**src/uncorrectable_severity_pkg.sv**
```systemverilog
// constants for the uncorrectable error severity register bank
// assumes a 32-bit configuration-space style register port
package uncorrectable_severity_pkg;
    localparam int ADDR_W = 12;
    localparam int DATA_W = 32;
    localparam int EVT_W = 21;
    // register offsets
    localparam logic [11:0] SEVERITY_OFFSET = 12'h10c;
    localparam logic [11:0] MASK_OFFSET = 12'h108;
    localparam logic [11:0] IRQ_STATUS_OFFSET = 12'h200;
    localparam logic [11:0] IRQ_ENABLE_OFFSET = 12'h204;
    localparam logic [11:0] IRQ_CLEAR_OFFSET = 12'h208;
    // field positions
    localparam int UNUSED_BIT_ZERO = 0;
    localparam int LINK_PROTOCOL_ERR_SEV = 4;
    localparam int SURPRISE_DOWN_SEV = 5;
    localparam int POISONED_SEV = 12;
    localparam int FLOW_CONTROL_ERR_SEV = 13;
    localparam int COMPLETION_TIMEOUT_SEV = 14;
    localparam int COMPLETER_ABORT_SEV = 15;
    localparam int UNEXPECTED_CPL_SEV = 16;
    localparam int RECEIVE_OVERFLOW_SEV = 17;
    localparam int BAD_FORMAT_PACKET_SEV = 18;
    localparam int END_TO_END_CRC_SEV = 19;
    localparam int UNSUPPORTED_REQ_SEV = 20;
    // writable bits and reset values
    localparam logic [31:0] SEVERITY_WMASK = 32'h001f_3031;
    localparam logic [31:0] SEVERITY_RESET = 32'h0006_2030;
    localparam logic [31:0] MASK_WMASK = 32'h001f_3031;
    localparam logic [31:0] MASK_RESET = 32'h0000_0000;
    // interrupt status bit positions
    localparam int IRQ_FATAL = 0;
    localparam int IRQ_NONFATAL = 1;
    localparam int IRQ_W = 2;
endpackage

```
**src/uncorrectable_severity.sv**
```systemverilog
// uncorrectable error severity bank with its mask and report path
// assumes event pulses and the register port share sys_clk_in
//
// Strobed register access was left to the implementer.
`timescale 1ns/1ns

// Summary of operation
// - severity applies only to unmasked events
// - set severity bit reports fatal
// - clear severity bit reports non-fatal
// - bit zero sticky, resets zero, unused
// - link protocol severity bit 4, default one
// - surprise down severity bit 5, default one
// - poisoned packet severity bit 12, default zero
// - flow control severity bit 13, default one
// - bit 14 reads zero always
// - bit 15 reads zero always
// - unexpected completion bit 16, default zero
// - receiver overflow bit 17, default one
// - malformed packet bit 18, default one
// - end-to-end crc bit 19, default zero
// - unsupported request bit 20, default zero
// - masked events neither logged nor reported
module uncorrectable_severity
    import uncorrectable_severity_pkg::*;
(
    input wire logic sys_clk_in, // core clock, 100 MHz
    input wire logic rst_in, // hot or warm reset, sync, high
    input wire logic por_in, // fundamental power-on reset, sync, high
    input wire logic clk_en_in, // freezes state while low; rst_in and por_in still act
    input wire logic [uncorrectable_severity_pkg::ADDR_W-1:0] addr_in, // addr
    input wire logic [uncorrectable_severity_pkg::DATA_W-1:0] wdata_in, // data
    input wire logic wr_in, // write strobe
    input wire logic rd_in, // read strobe
    input wire logic [uncorrectable_severity_pkg::EVT_W-1:0] event_in, // pulses
    output logic [uncorrectable_severity_pkg::DATA_W-1:0] rdata_out, // data
    output logic fatal_out, // one-cycle fatal report pulse
    output logic nonfatal_out, // one-cycle non-fatal report pulse
    output logic [uncorrectable_severity_pkg::EVT_W-1:0] logged_out, // logged
    output logic irq_out // level interrupt
);
    import uncorrectable_severity_pkg::*;

    typedef struct packed {
        logic [DATA_W-1:0] sev;
        logic [DATA_W-1:0] mask;
        logic [DATA_W-1:0] rdata;
        logic fatal;
        logic nonfatal;
        logic [EVT_W-1:0] logged;
        logic [IRQ_W-1:0] irq_status;
        logic [IRQ_W-1:0] irq_enable;
        logic irq;
    } state_t;

    // register map seen from the port, byte addresses:
    //   severity word   - one stored bit per event class, sticky
    //   mask word       - same writable layout, sticky
    //   irq status      - bit 0 fatal seen, bit 1 non-fatal seen
    //   irq enable      - same layout as irq status
    //   irq clear       - write one to clear a status bit, reads zero
    // every other address reads zero and swallows writes, so software
    // probing the space never disturbs the bank
    //
    // severity word layout, bit by bit:
    //   0      stored and read back, never steers a report
    //   3:1    reserved, zero
    //   4      link protocol error class
    //   5      surprise down class
    //   11:6   reserved, zero
    //   12     poisoned packet class
    //   13     flow control protocol class
    //   14     completion time-out, always zero
    //   15     completer abort, always zero
    //   16     unexpected completion class
    //   17     receiver overflow class
    //   18     malformed packet class
    //   19     end-to-end crc class
    //   20     unsupported request class
    //   31:21  reserved, zero
    //
    // event lines follow the same numbering; a line on a reserved or
    // always-zero position is still taken and lands in the non-fatal
    // class, which is the safe choice for an unknown source
    //
    // report timing: an event seen at one rising edge shows its class
    // pulse and its log bit right after that edge; the interrupt
    // status bit is set at the same edge and the level output follows
    // from the same registered copy, so nothing lags a cycle behind

    // refuse package values the logic cannot serve
    if (EVT_W > DATA_W)
    begin
        $error("event lines wider than the register word");
    end
    if (IRQ_W != 2)
    begin
        $error("interrupt layout must hold exactly two bits");
    end
    if (UNSUPPORTED_REQ_SEV >= EVT_W)
    begin
        $error("highest severity field lies beyond the event lines");
    end
    if ((SEVERITY_RESET & ~SEVERITY_WMASK) != 32'h0000_0000)
    begin
        $error("severity reset sets a bit that cannot be stored");
    end
    if ((MASK_RESET & ~MASK_WMASK) != 32'h0000_0000)
    begin
        $error("mask reset sets a bit that cannot be stored");
    end

    state_t state_reg;
    state_t state_next;

    // masked write into a field, keeping read-only bits at zero
    function automatic logic [DATA_W-1:0] merge(
        input logic [DATA_W-1:0] old_val,
        input logic [DATA_W-1:0] new_val,
        input logic [DATA_W-1:0] wmask
    );
        merge = (new_val & wmask) | (old_val & ~wmask);
    endfunction

    // one stored bit of a register word, picked by its field position;
    // every severity field is read through here, so a field that moves
    // only has to change in the package
    function automatic logic field_bit(
        input logic [DATA_W-1:0] word,
        input int pos
    );
        field_bit = word[pos];
    endfunction

    // events that survive the mask; a masked line is dropped here and
    // so can neither reach the log nor raise a report
    function automatic logic [EVT_W-1:0] live_events(
        input logic [EVT_W-1:0] events,
        input logic [DATA_W-1:0] mask
    );
        live_events = events & ~mask[EVT_W-1:0];
    endfunction

    // split the live events into the two report classes; a class fires
    // when at least one live event carries that severity, so a cycle
    // with mixed severities raises both reports together
    function automatic logic [IRQ_W-1:0] classify(
        input logic [EVT_W-1:0] live,
        input logic [EVT_W-1:0] sev
    );
        classify = '0;
        classify[IRQ_FATAL] = |(live & sev);
        classify[IRQ_NONFATAL] = |(live & ~sev);
    endfunction

    // named view of the stored severity word, one signal per class
    logic link_protocol_err_sev; // fatal after power-on
    logic surprise_down_sev; // fatal after power-on
    logic poisoned_sev; // non-fatal after power-on
    logic flow_control_err_sev; // fatal after power-on
    logic completion_timeout_sev; // never stored, always zero
    logic completer_abort_sev; // never stored, always zero
    logic unexpected_cpl_sev; // non-fatal after power-on
    logic receive_overflow_sev; // fatal after power-on
    logic bad_format_packet_sev; // fatal after power-on
    logic end_to_end_crc_sev; // non-fatal after power-on
    logic unsupported_req_sev; // non-fatal after power-on

    // pick each class out of the stored word
    always_comb
    begin
        link_protocol_err_sev =
            field_bit(state_reg.sev, LINK_PROTOCOL_ERR_SEV);
        surprise_down_sev =
            field_bit(state_reg.sev, SURPRISE_DOWN_SEV);
        poisoned_sev =
            field_bit(state_reg.sev, POISONED_SEV);
        flow_control_err_sev =
            field_bit(state_reg.sev, FLOW_CONTROL_ERR_SEV);
        completion_timeout_sev =
            field_bit(state_reg.sev, COMPLETION_TIMEOUT_SEV);
        completer_abort_sev =
            field_bit(state_reg.sev, COMPLETER_ABORT_SEV);
        unexpected_cpl_sev =
            field_bit(state_reg.sev, UNEXPECTED_CPL_SEV);
        receive_overflow_sev =
            field_bit(state_reg.sev, RECEIVE_OVERFLOW_SEV);
        bad_format_packet_sev =
            field_bit(state_reg.sev, BAD_FORMAT_PACKET_SEV);
        end_to_end_crc_sev =
            field_bit(state_reg.sev, END_TO_END_CRC_SEV);
        unsupported_req_sev =
            field_bit(state_reg.sev, UNSUPPORTED_REQ_SEV);
    end

    logic [EVT_W-1:0] sev_class;

    // severity per event line; bit zero is stored but left out here,
    // so writing it can never turn a report fatal
    always_comb
    begin
        sev_class = '0;
        sev_class[LINK_PROTOCOL_ERR_SEV] = link_protocol_err_sev;
        sev_class[SURPRISE_DOWN_SEV] = surprise_down_sev;
        sev_class[POISONED_SEV] = poisoned_sev;
        sev_class[FLOW_CONTROL_ERR_SEV] = flow_control_err_sev;
        sev_class[COMPLETION_TIMEOUT_SEV] = completion_timeout_sev;
        sev_class[COMPLETER_ABORT_SEV] = completer_abort_sev;
        sev_class[UNEXPECTED_CPL_SEV] = unexpected_cpl_sev;
        sev_class[RECEIVE_OVERFLOW_SEV] = receive_overflow_sev;
        sev_class[BAD_FORMAT_PACKET_SEV] = bad_format_packet_sev;
        sev_class[END_TO_END_CRC_SEV] = end_to_end_crc_sev;
        sev_class[UNSUPPORTED_REQ_SEV] = unsupported_req_sev;
    end

    logic [EVT_W-1:0] unmasked;
    logic [IRQ_W-1:0] irq_set;

    // classification of the cycle's events
    always_comb
    begin
        unmasked = live_events(event_in, state_reg.mask);
        irq_set = classify(unmasked, sev_class);
    end

    // next state: register port, event report, interrupt bits
    always_comb
    begin
        state_next = state_reg;
        state_next.fatal = irq_set[IRQ_FATAL];
        state_next.nonfatal = irq_set[IRQ_NONFATAL];
        // masked events never reach the log
        state_next.logged = state_reg.logged | unmasked;
        state_next.rdata = '0;
        if (rd_in)
        begin
            case (addr_in)
                // bits 14, 15 and reserved ranges never stored
                SEVERITY_OFFSET: state_next.rdata = state_reg.sev;
                MASK_OFFSET: state_next.rdata = state_reg.mask;
                IRQ_STATUS_OFFSET:
                    state_next.rdata = {30'h0, state_reg.irq_status};
                IRQ_ENABLE_OFFSET:
                    state_next.rdata = {30'h0, state_reg.irq_enable};
                default: state_next.rdata = '0;
            endcase
        end
        if (wr_in)
        begin
            case (addr_in)
                SEVERITY_OFFSET:
                    state_next.sev = merge(state_reg.sev, wdata_in,
                        SEVERITY_WMASK);
                MASK_OFFSET:
                    state_next.mask = merge(state_reg.mask, wdata_in,
                        MASK_WMASK);
                IRQ_ENABLE_OFFSET:
                    state_next.irq_enable = wdata_in[IRQ_W-1:0];
                IRQ_CLEAR_OFFSET:
                    state_next.irq_status =
                        state_reg.irq_status & ~wdata_in[IRQ_W-1:0];
                default: ;
            endcase
        end
        // a new event wins over a clear in the same cycle
        state_next.irq_status = state_next.irq_status | irq_set;
        state_next.irq = |(state_next.irq_status & state_next.irq_enable);
    end

    // sticky fields survive rst_in; only por_in restores defaults
    always_ff @(posedge sys_clk_in)
    begin
        if (por_in)
        begin
            state_reg <= '0;
            state_reg.sev <= SEVERITY_RESET;
            state_reg.mask <= MASK_RESET;
        end
        else if (rst_in)
        begin
            // non-sticky state only
            state_reg.rdata <= '0;
            state_reg.fatal <= 1'b0;
            state_reg.nonfatal <= 1'b0;
            state_reg.irq_status <= '0;
            state_reg.irq_enable <= '0;
            state_reg.irq <= 1'b0;
        end
        else if (clk_en_in)
        begin
            state_reg <= state_next;
        end
    end

    // outputs straight from flops
    assign rdata_out = state_reg.rdata;
    assign fatal_out = state_reg.fatal;
    assign nonfatal_out = state_reg.nonfatal;
    assign logged_out = state_reg.logged;
    assign irq_out = state_reg.irq;
endmodule

```
**config.mk**
```make
export PLATFORM = sky130hd
export DESIGN_NAME = uncorrectable_severity
export DESIGN_NICKNAME = d
export VERILOG_FILES = /design/src/uncorrectable_severity_pkg.sv /design/src/uncorrectable_severity.sv
export SDC_FILE = /design/constraint.sdc
export NUM_CORES = 1
export LEC_CHECK = 0
export BUFFER_PORTS_ARGS = -buffer_cell sky130_fd_sc_hd__buf_4
export CAP_MARGIN = 30
export CORE_MARGIN = 2
export CORE_UTILIZATION = 25
export CTS_CLUSTER_DIAMETER = 80
export DETAILED_ROUTE_END_ITERATION = 16
export GPL_TIMING_DRIVEN = 0
export SYNTH_ARGS = -nofsm -noshare
export SYNTH_HDL_FRONTEND = slang
export SYNTH_SLANG_ARGS = --single-unit
```
**constraint.sdc**
```tcl
create_clock -name sys_clk_in -period 2.2 [get_ports sys_clk_in]
set_clock_uncertainty 0.05 [all_clocks]
set_input_delay 0 -clock sys_clk_in [delete_from_list [all_inputs] [get_ports sys_clk_in]]
set_output_delay 0 -clock sys_clk_in [all_outputs]
set_load 0.01 [all_outputs]
```
## Word level (Yosys, flattened, before mapping)

Index checks and enable logic that the tools add are counted.

| word-level totals | value |
|---|---|
| output and inout bits | 56 |
| logic and storage cells | 39 |
| input port bits | 71 |
| register bits | 124 |

| operators by class | value |
|---|---|
| equal/unequal tests | 5 |
| mux-type cells | 5 |
| reduce and logical (&&, ||, !) cells | 7 |
| bitwise operators | 13 |

Operators by type and width:

| kind | count |
|---|---|
| one-hot mux 32 bit (4 select lines) | 1 |
| bitwise OR 21 x 32 -> 32 bit | 2 |
| bitwise AND 21 bit | 3 |
| inverter 21 bit | 2 |
| OR reduction 21 bit | 2 |
| == test 12 x 10 -> 1 bit (second input constant) | 3 |
| two-way mux 32 bit | 1 |
| == test 12 x 9 -> 1 bit (second input constant) | 2 |
| bitwise OR 21 bit | 1 |
| AND reduction 4 bit | 2 |
| bitwise AND 2 bit | 2 |
| two-way mux 2 bit | 2 |
| two-way mux 4 bit | 1 |
| OR reduction 2 bit | 2 |
| inverter 2 bit | 1 |
| bitwise OR 2 bit | 1 |
| AND reduction 2 bit | 1 |
| inverter 1 bit | 1 |

## Longest topological paths before layout

| depth | value |
|---|---|
| word-level depth | 7 |
| mapped depth | 7 |
| gate-level depth less buffers | 5 |

## Worst setup path before layout

Ideal clock, no wire load.

| timing path | value |
|---|---|
| path type | input to register |
| start point | input port addr_in[11] (netlist bit) |
| end point | register state_reg (netlist bit irq_out) |
| library setup time | 0.119 ns |
| arrival time | 1.717 ns |
| buffers on the path | 0 |
| setup slack | 0.315 ns |
| stages | 5 |
| required time | 2.031 ns |
| cells stage by stage | or4_4 -> or4_4 -> a2111oi_4 -> nor2_1 -> o221a_1 |

| on the way | value |
|---|---|
| word-level cells in the longest chain between the ends | 6 |
| elaborated cells on any way between the ends | 8 |
| those cells by class | eq/ne: 2; mux: 3; bitwise: 2; reduce/logical: 1 |

RTL lines:

| element | RTL line | RTL |
|---|---|---|
| from (decl) | uncorrectable_severity.sv:31 | `input wire logic [uncorrectable_severity_pkg::ADDR_W-1:0] addr_in,` |
| == test 12 x 10 -> 1 bit | uncorrectable_severity.sv:250 | `case (addr_in)` |
| two-way mux 2 bit | uncorrectable_severity.sv:250 |  |
| two-way mux 4 bit * | uncorrectable_severity.sv:248 | `if (wr_in)` |
| bitwise OR 2 bit | uncorrectable_severity.sv:266 | `state_next.irq_status = state_next.irq_status \| irq_set;` |
| bitwise AND 2 bit * | uncorrectable_severity.sv:267 | `state_next.irq = \|(state_next.irq_status & state_next.irq_enable);` |
| OR reduction 2 bit * | uncorrectable_severity.sv:267 |  |
| to (signal assigned) | uncorrectable_severity.sv:291 | `state_reg <= state_next;` |
| to (decl) | uncorrectable_severity.sv:113 | `state_t state_reg;` |

Every way passes the cells marked *; elsewhere a longest branch is shown, timed or not.
A chain may end at the register's enable or synchronous reset.

## Worst setup path after layout

| timing path | value |
|---|---|
| start point | input port event_in[19] (netlist bit) |
| end point | register state_reg (netlist bit irq_out) |

| on the way | value |
|---|---|
| word-level cells in the longest chain between the ends | 6 |
| elaborated cells on any way between the ends | 8 |
| those cells by class | bitwise: 5; reduce/logical: 3 |

RTL lines:

| element | RTL line | RTL |
|---|---|---|
| from (decl) | uncorrectable_severity.sv:35 | `input wire logic [uncorrectable_severity_pkg::EVT_W-1:0] event_in,` |
| bitwise AND 21 bit * | uncorrectable_severity.sv:141 | `live_events = events & ~mask[EVT_W-1:0];` |
| bitwise AND 21 bit (on tied branches) | uncorrectable_severity.sv:152, uncorrectable_severity.sv:153 |  |
| OR reduction 21 bit (on tied branches) | uncorrectable_severity.sv:152, uncorrectable_severity.sv:153 |  |
| bitwise OR 2 bit * | uncorrectable_severity.sv:266 |  |
| bitwise AND 2 bit * | uncorrectable_severity.sv:267 |  |
| OR reduction 2 bit * | uncorrectable_severity.sv:267 |  |

Marks and branches as above.

==> results.md <==
- Total core area: 11300 um^2
- Worst min-delay path startpoint: por_in
- Distinct cells, synth: 41
- Peak VDD IR: 0.344 mV
- Syn Inst Count: 335
- Max-slew headroom: 55.3%
- Leak pwr: 1.97 nW
- Pin count of the biggest net entering global routing: 23
- Crit-path max cell delay: 0.55 ns
- Hpwl dp: 6250 um
- I/O pin cnt: 127
- Area of the die: 12400 um^2
- Part of the Yosys area used for sequential elements: 41.6%
- Area Overhead vs Synth: 54.7%
- Required time of the critical path: 2.37 ns
- Antenna Cells: 0
- Largest family of logic cells by synthesized area: simple AND/OR/NAND/NOR gates
- Power per cell area: 627 nW/um^2
- Routability congestion estimate: 0.825
- Synth Area in Compound Gates: 14.7%
- Number of port buffers: 103
- Die width: 111 um
- Post-synthesis adder-cell area fraction: 0%
- NumNets Final: 553
- Tot GR Track Use: 13.5%
- Final hold vios: 0
- Unrepaired setup endpoints after global routing: false
- Fmax: 473 MHz
- Grt ovf: 0
- Area of the multi-input gates: 1190 um^2
- CTS sink cnt: 60
- CP most frequent cell: or4_1
- XOR/XNOR Fraction of Synth Area: 0%
- Iter 0 DRT Violations: 158
- Crit Path Class: in -> reg
- Status: finished, final reports clean
- #FFs+latches synth: 60
- Tmin final: 2.11 ns
- RR Startpoint: state_reg[79]$_SDFFE_PP0P_
- Root buf cell: clkbuf_16
- Max FFs per register: 21
- Hold_ws: 0.0258 ns
- Chip height: 111 um
- Max-slew violations: 0
- Worst-Margin Slew: 0.670 ns
- DR WL/cell: 13.1 um
- Simple-Gate Fraction of Synth Area: 21.4%
- R2r endpoint: irq_out$_SDFFE_PP0P_
- Number of max-cap violations: 0
- Worst reg2reg path depth: 5
- Starting density of the core: 25.5%
- Buf/Inv on CP: 2
- Vias per cell: 4.43
- Synth Area per Inst: 8.62 um^2
- Share of layout cells above drive strength 1: 38.5%
- Family with the most delay on the worst path: simple AND/OR/NAND/NOR gates
- Hold EP: receive_overflow_sev$_SDFFE_PP1P_
- Final cell count without fillers: 629
- Worst Hold Class: in -> reg
- Yosys warns: 0
- DRC: 0
- First-pass GRT wire length: 13500 um
- H-Tree Level Count: 3
- # rows: 39
- Number of global-route vias before repair: 2772
- Crit start category: primary input
- Sequential cell area: 1200 um^2
- Post-synthesis mux area share: 4.94%
- Final worst path period share: 96.1%
- Postcts setup bufs: 0
- Clock transition at path regs: 0.06 ns
- ANT nets after route: 0
- Netlist Area Pre-Place: 2890 um^2
- WHS Path Cells: 2
- Syn_nets: 406
- Worst path slowest cell: or4_1
- Critical path arrival: 2.28 ns
- TritonCTS clock tree: built
- R2r setup slk: 0.12 ns
- Clk_lat worst skew: 0.33 ns
- Fill count: 1168
- Total vias in the final route: 2784
- Final setup vio count: 0
- Worst path cell trace: dlygate4sd3_1 > buf_4 > nor3b_1 > or4_1 > or4_1 > a2bb2oi_1 > o221a_1
- CP Capture Type: register
- Crit path max fanout: 3
- Max clock buf depth: 2
- Pre-antenna DRT Iters: 4
- Placed cells: 581
- CTS buffer count: 9
- Final WL: 8250 um
- Initial antenna violation count: 0
==> worst register-to-register path: cells and delay by family, from the launching register on <==
family / cells / cell delay [ns]
flip-flops: 1 / 0.38
AND/OR/NAND/NOR: 3 / 1.13
AO/OA/AOI/OAI: 2 / 0.42
==> synthesized netlist by cell type <==
| library cell | n | area [um^2] |
|---|---|---|
| inv_1 | 11 | 41.3 |
| nor2b_1 | 3 | 18.8 |
| clkbuf_1 | 11 | 41.3 |
| nand4b_1 | 1 | 8.76 |
| nand2_1 | 29 | 109 |
| nand3b_1 | 12 | 90.1 |
| a2bb2oi_1 | 1 | 8.76 |
| buf_2 | 3 | 15.0 |
| a222oi_1 | 1 | 10.0 |
| nor4_1 | 4 | 25.0 |
| a211o_1 | 3 | 26.3 |
| mux2i_1 | 12 | 120 |
| a211oi_1 | 2 | 15.0 |
| a2111oi_4 | 1 | 27.5 |
| o31a_1 | 1 | 8.76 |
| buf_1 | 1 | 3.75 |
| dfxtp_1 | 60 | 1200 |
| a21oi_1 | 21 | 105 |
| nor2_1 | 38 | 143 |
| nand2b_1 | 2 | 12.5 |
| o211a_1 | 1 | 10.0 |
| and2_1 | 1 | 6.26 |
| nor3_1 | 1 | 5.00 |
| o221a_1 | 1 | 11.3 |
| mux2_2 | 2 | 22.5 |
| or4_4 | 3 | 33.8 |
| a31oi_1 | 8 | 50.1 |
| and3_1 | 2 | 12.5 |
| buf_4 | 53 | 398 |
| nand3_1 | 3 | 15.0 |
| a22o_1 | 1 | 8.76 |
| or3b_2 | 3 | 26.3 |
| o21ai_0 | 12 | 60.1 |
| nand4_1 | 4 | 25.0 |
| or2_2 | 2 | 12.5 |
| nor3b_1 | 6 | 45.0 |
| o21ai_1 | 1 | 5.00 |
| or4_1 | 3 | 22.5 |
| o221a_2 | 1 | 11.3 |
| nor4b_1 | 1 | 8.76 |
| a22oi_1 | 9 | 67.6 |
==> through the flow <==
stage | utilization [%] | power (mW) | instance area [um^2] | TNS [ns] | setup WS [ns]
final | 39.5 | 2.80 | 4470 | 0 | 0.0850
after global routing | 39.5 | 2.91 | 4470 | 0 | 0.00631
after CTS | 39.4 | 2.83 | 4460 | 0 | 0.0440
after detailed placement | 33.9 | 1.41 | 3840 | 0 | 0.0359
after global placement | 33.9 | 1.41 | 3840 | -0.000516 | -0.000516
after floorplan | - | 1.27 | 2890 | 0 | 0.315
==> logic make-up after synthesis <==
group | Yosys count
multiplexers | 14
flip-flops | 60
buffers and inverters | 79
AND/OR/NAND/NOR | 118
AO/OA/AOI/OAI | 64
==> placed cells by master (no fill, tap or decap), types with 8 or more instances in the layout <==
| cell | synthesis | routed |
|---|---|---|
| a21oi_1 | 21 | 21 |
| a22oi_1 | 9 | 9 |
| a31oi_1 | 8 | 8 |
| buf_4 | 53 | 156 |
| clkbuf_1 | 11 | 11 |
| clkbuf_16 | 0 | 9 |
| dfxtp_1 | 60 | 60 |
| dlygate4sd3_1 | 0 | 33 |
| inv_1 | 11 | 11 |
| mux2i_1 | 12 | 12 |
| nand2_1 | 29 | 29 |
| nand3b_1 | 12 | 12 |
| nor2_1 | 38 | 38 |
| o21ai_0 | 12 | 12 |
==> where the power goes <==
part / leakage [nW] / switching [mW] / internal [mW]
clock network: 0.144 / 0.474 / 0.893
logic: 1.34 / 0.126 / 0.180
registers: 0.487 / 0.0145 / 1.11
total: 1.97 / 0.614 / 2.19
==> area by class of cell <==
class	instances	share of cell area [%]
buffer	68	10.2
sequential	60	26.9
inverter	11	0.924
clock inverter	5	1.18
tap	143	4.00
multi-input combinational	196	26.7
clock buffer	10	5.35
timing repair buffer	136	24.7
==> worst max-delay path by stage <==
stage / startpoint / to / cells after the start
after CTS: event_in[11] / irq_out$_SDFFE_PP0P_ / 7
after global placement: addr_in[11] / sev_class[16]$_SDFFE_PP0P_ / 7
after global routing: event_in[7] / irq_out$_SDFFE_PP0P_ / 7
after floorplan: addr_in[11] / irq_out$_SDFFE_PP0P_ / 5
after detailed placement: addr_in[11] / poisoned_sev$_SDFFE_PP0P_ / 7
final: event_in[19] / irq_out$_SDFFE_PP0P_ / 7
==> metal layers <==
metal  track usage, %  vias to the layer above  share of wire [%]
li1                 -                     1409                  -
met2             22.7                      106                 46
met1             16.3                     1255                 43
met4             5.19                        0                2.3
met3             4.03                       14                8.1
met5                0                        -                  0
==> what timing repair did <==
| item | 4_1_cts | 5_1_grt |
|---|---|---|
| resized for setup | 0 | 1 |
| endpoints found under the setup margin | 0 | 1 |
| endpoints found under the hold margin | 48 | 0 |
| hold buffers | 33 | 0 |
(Power assumes the default switching activity.)
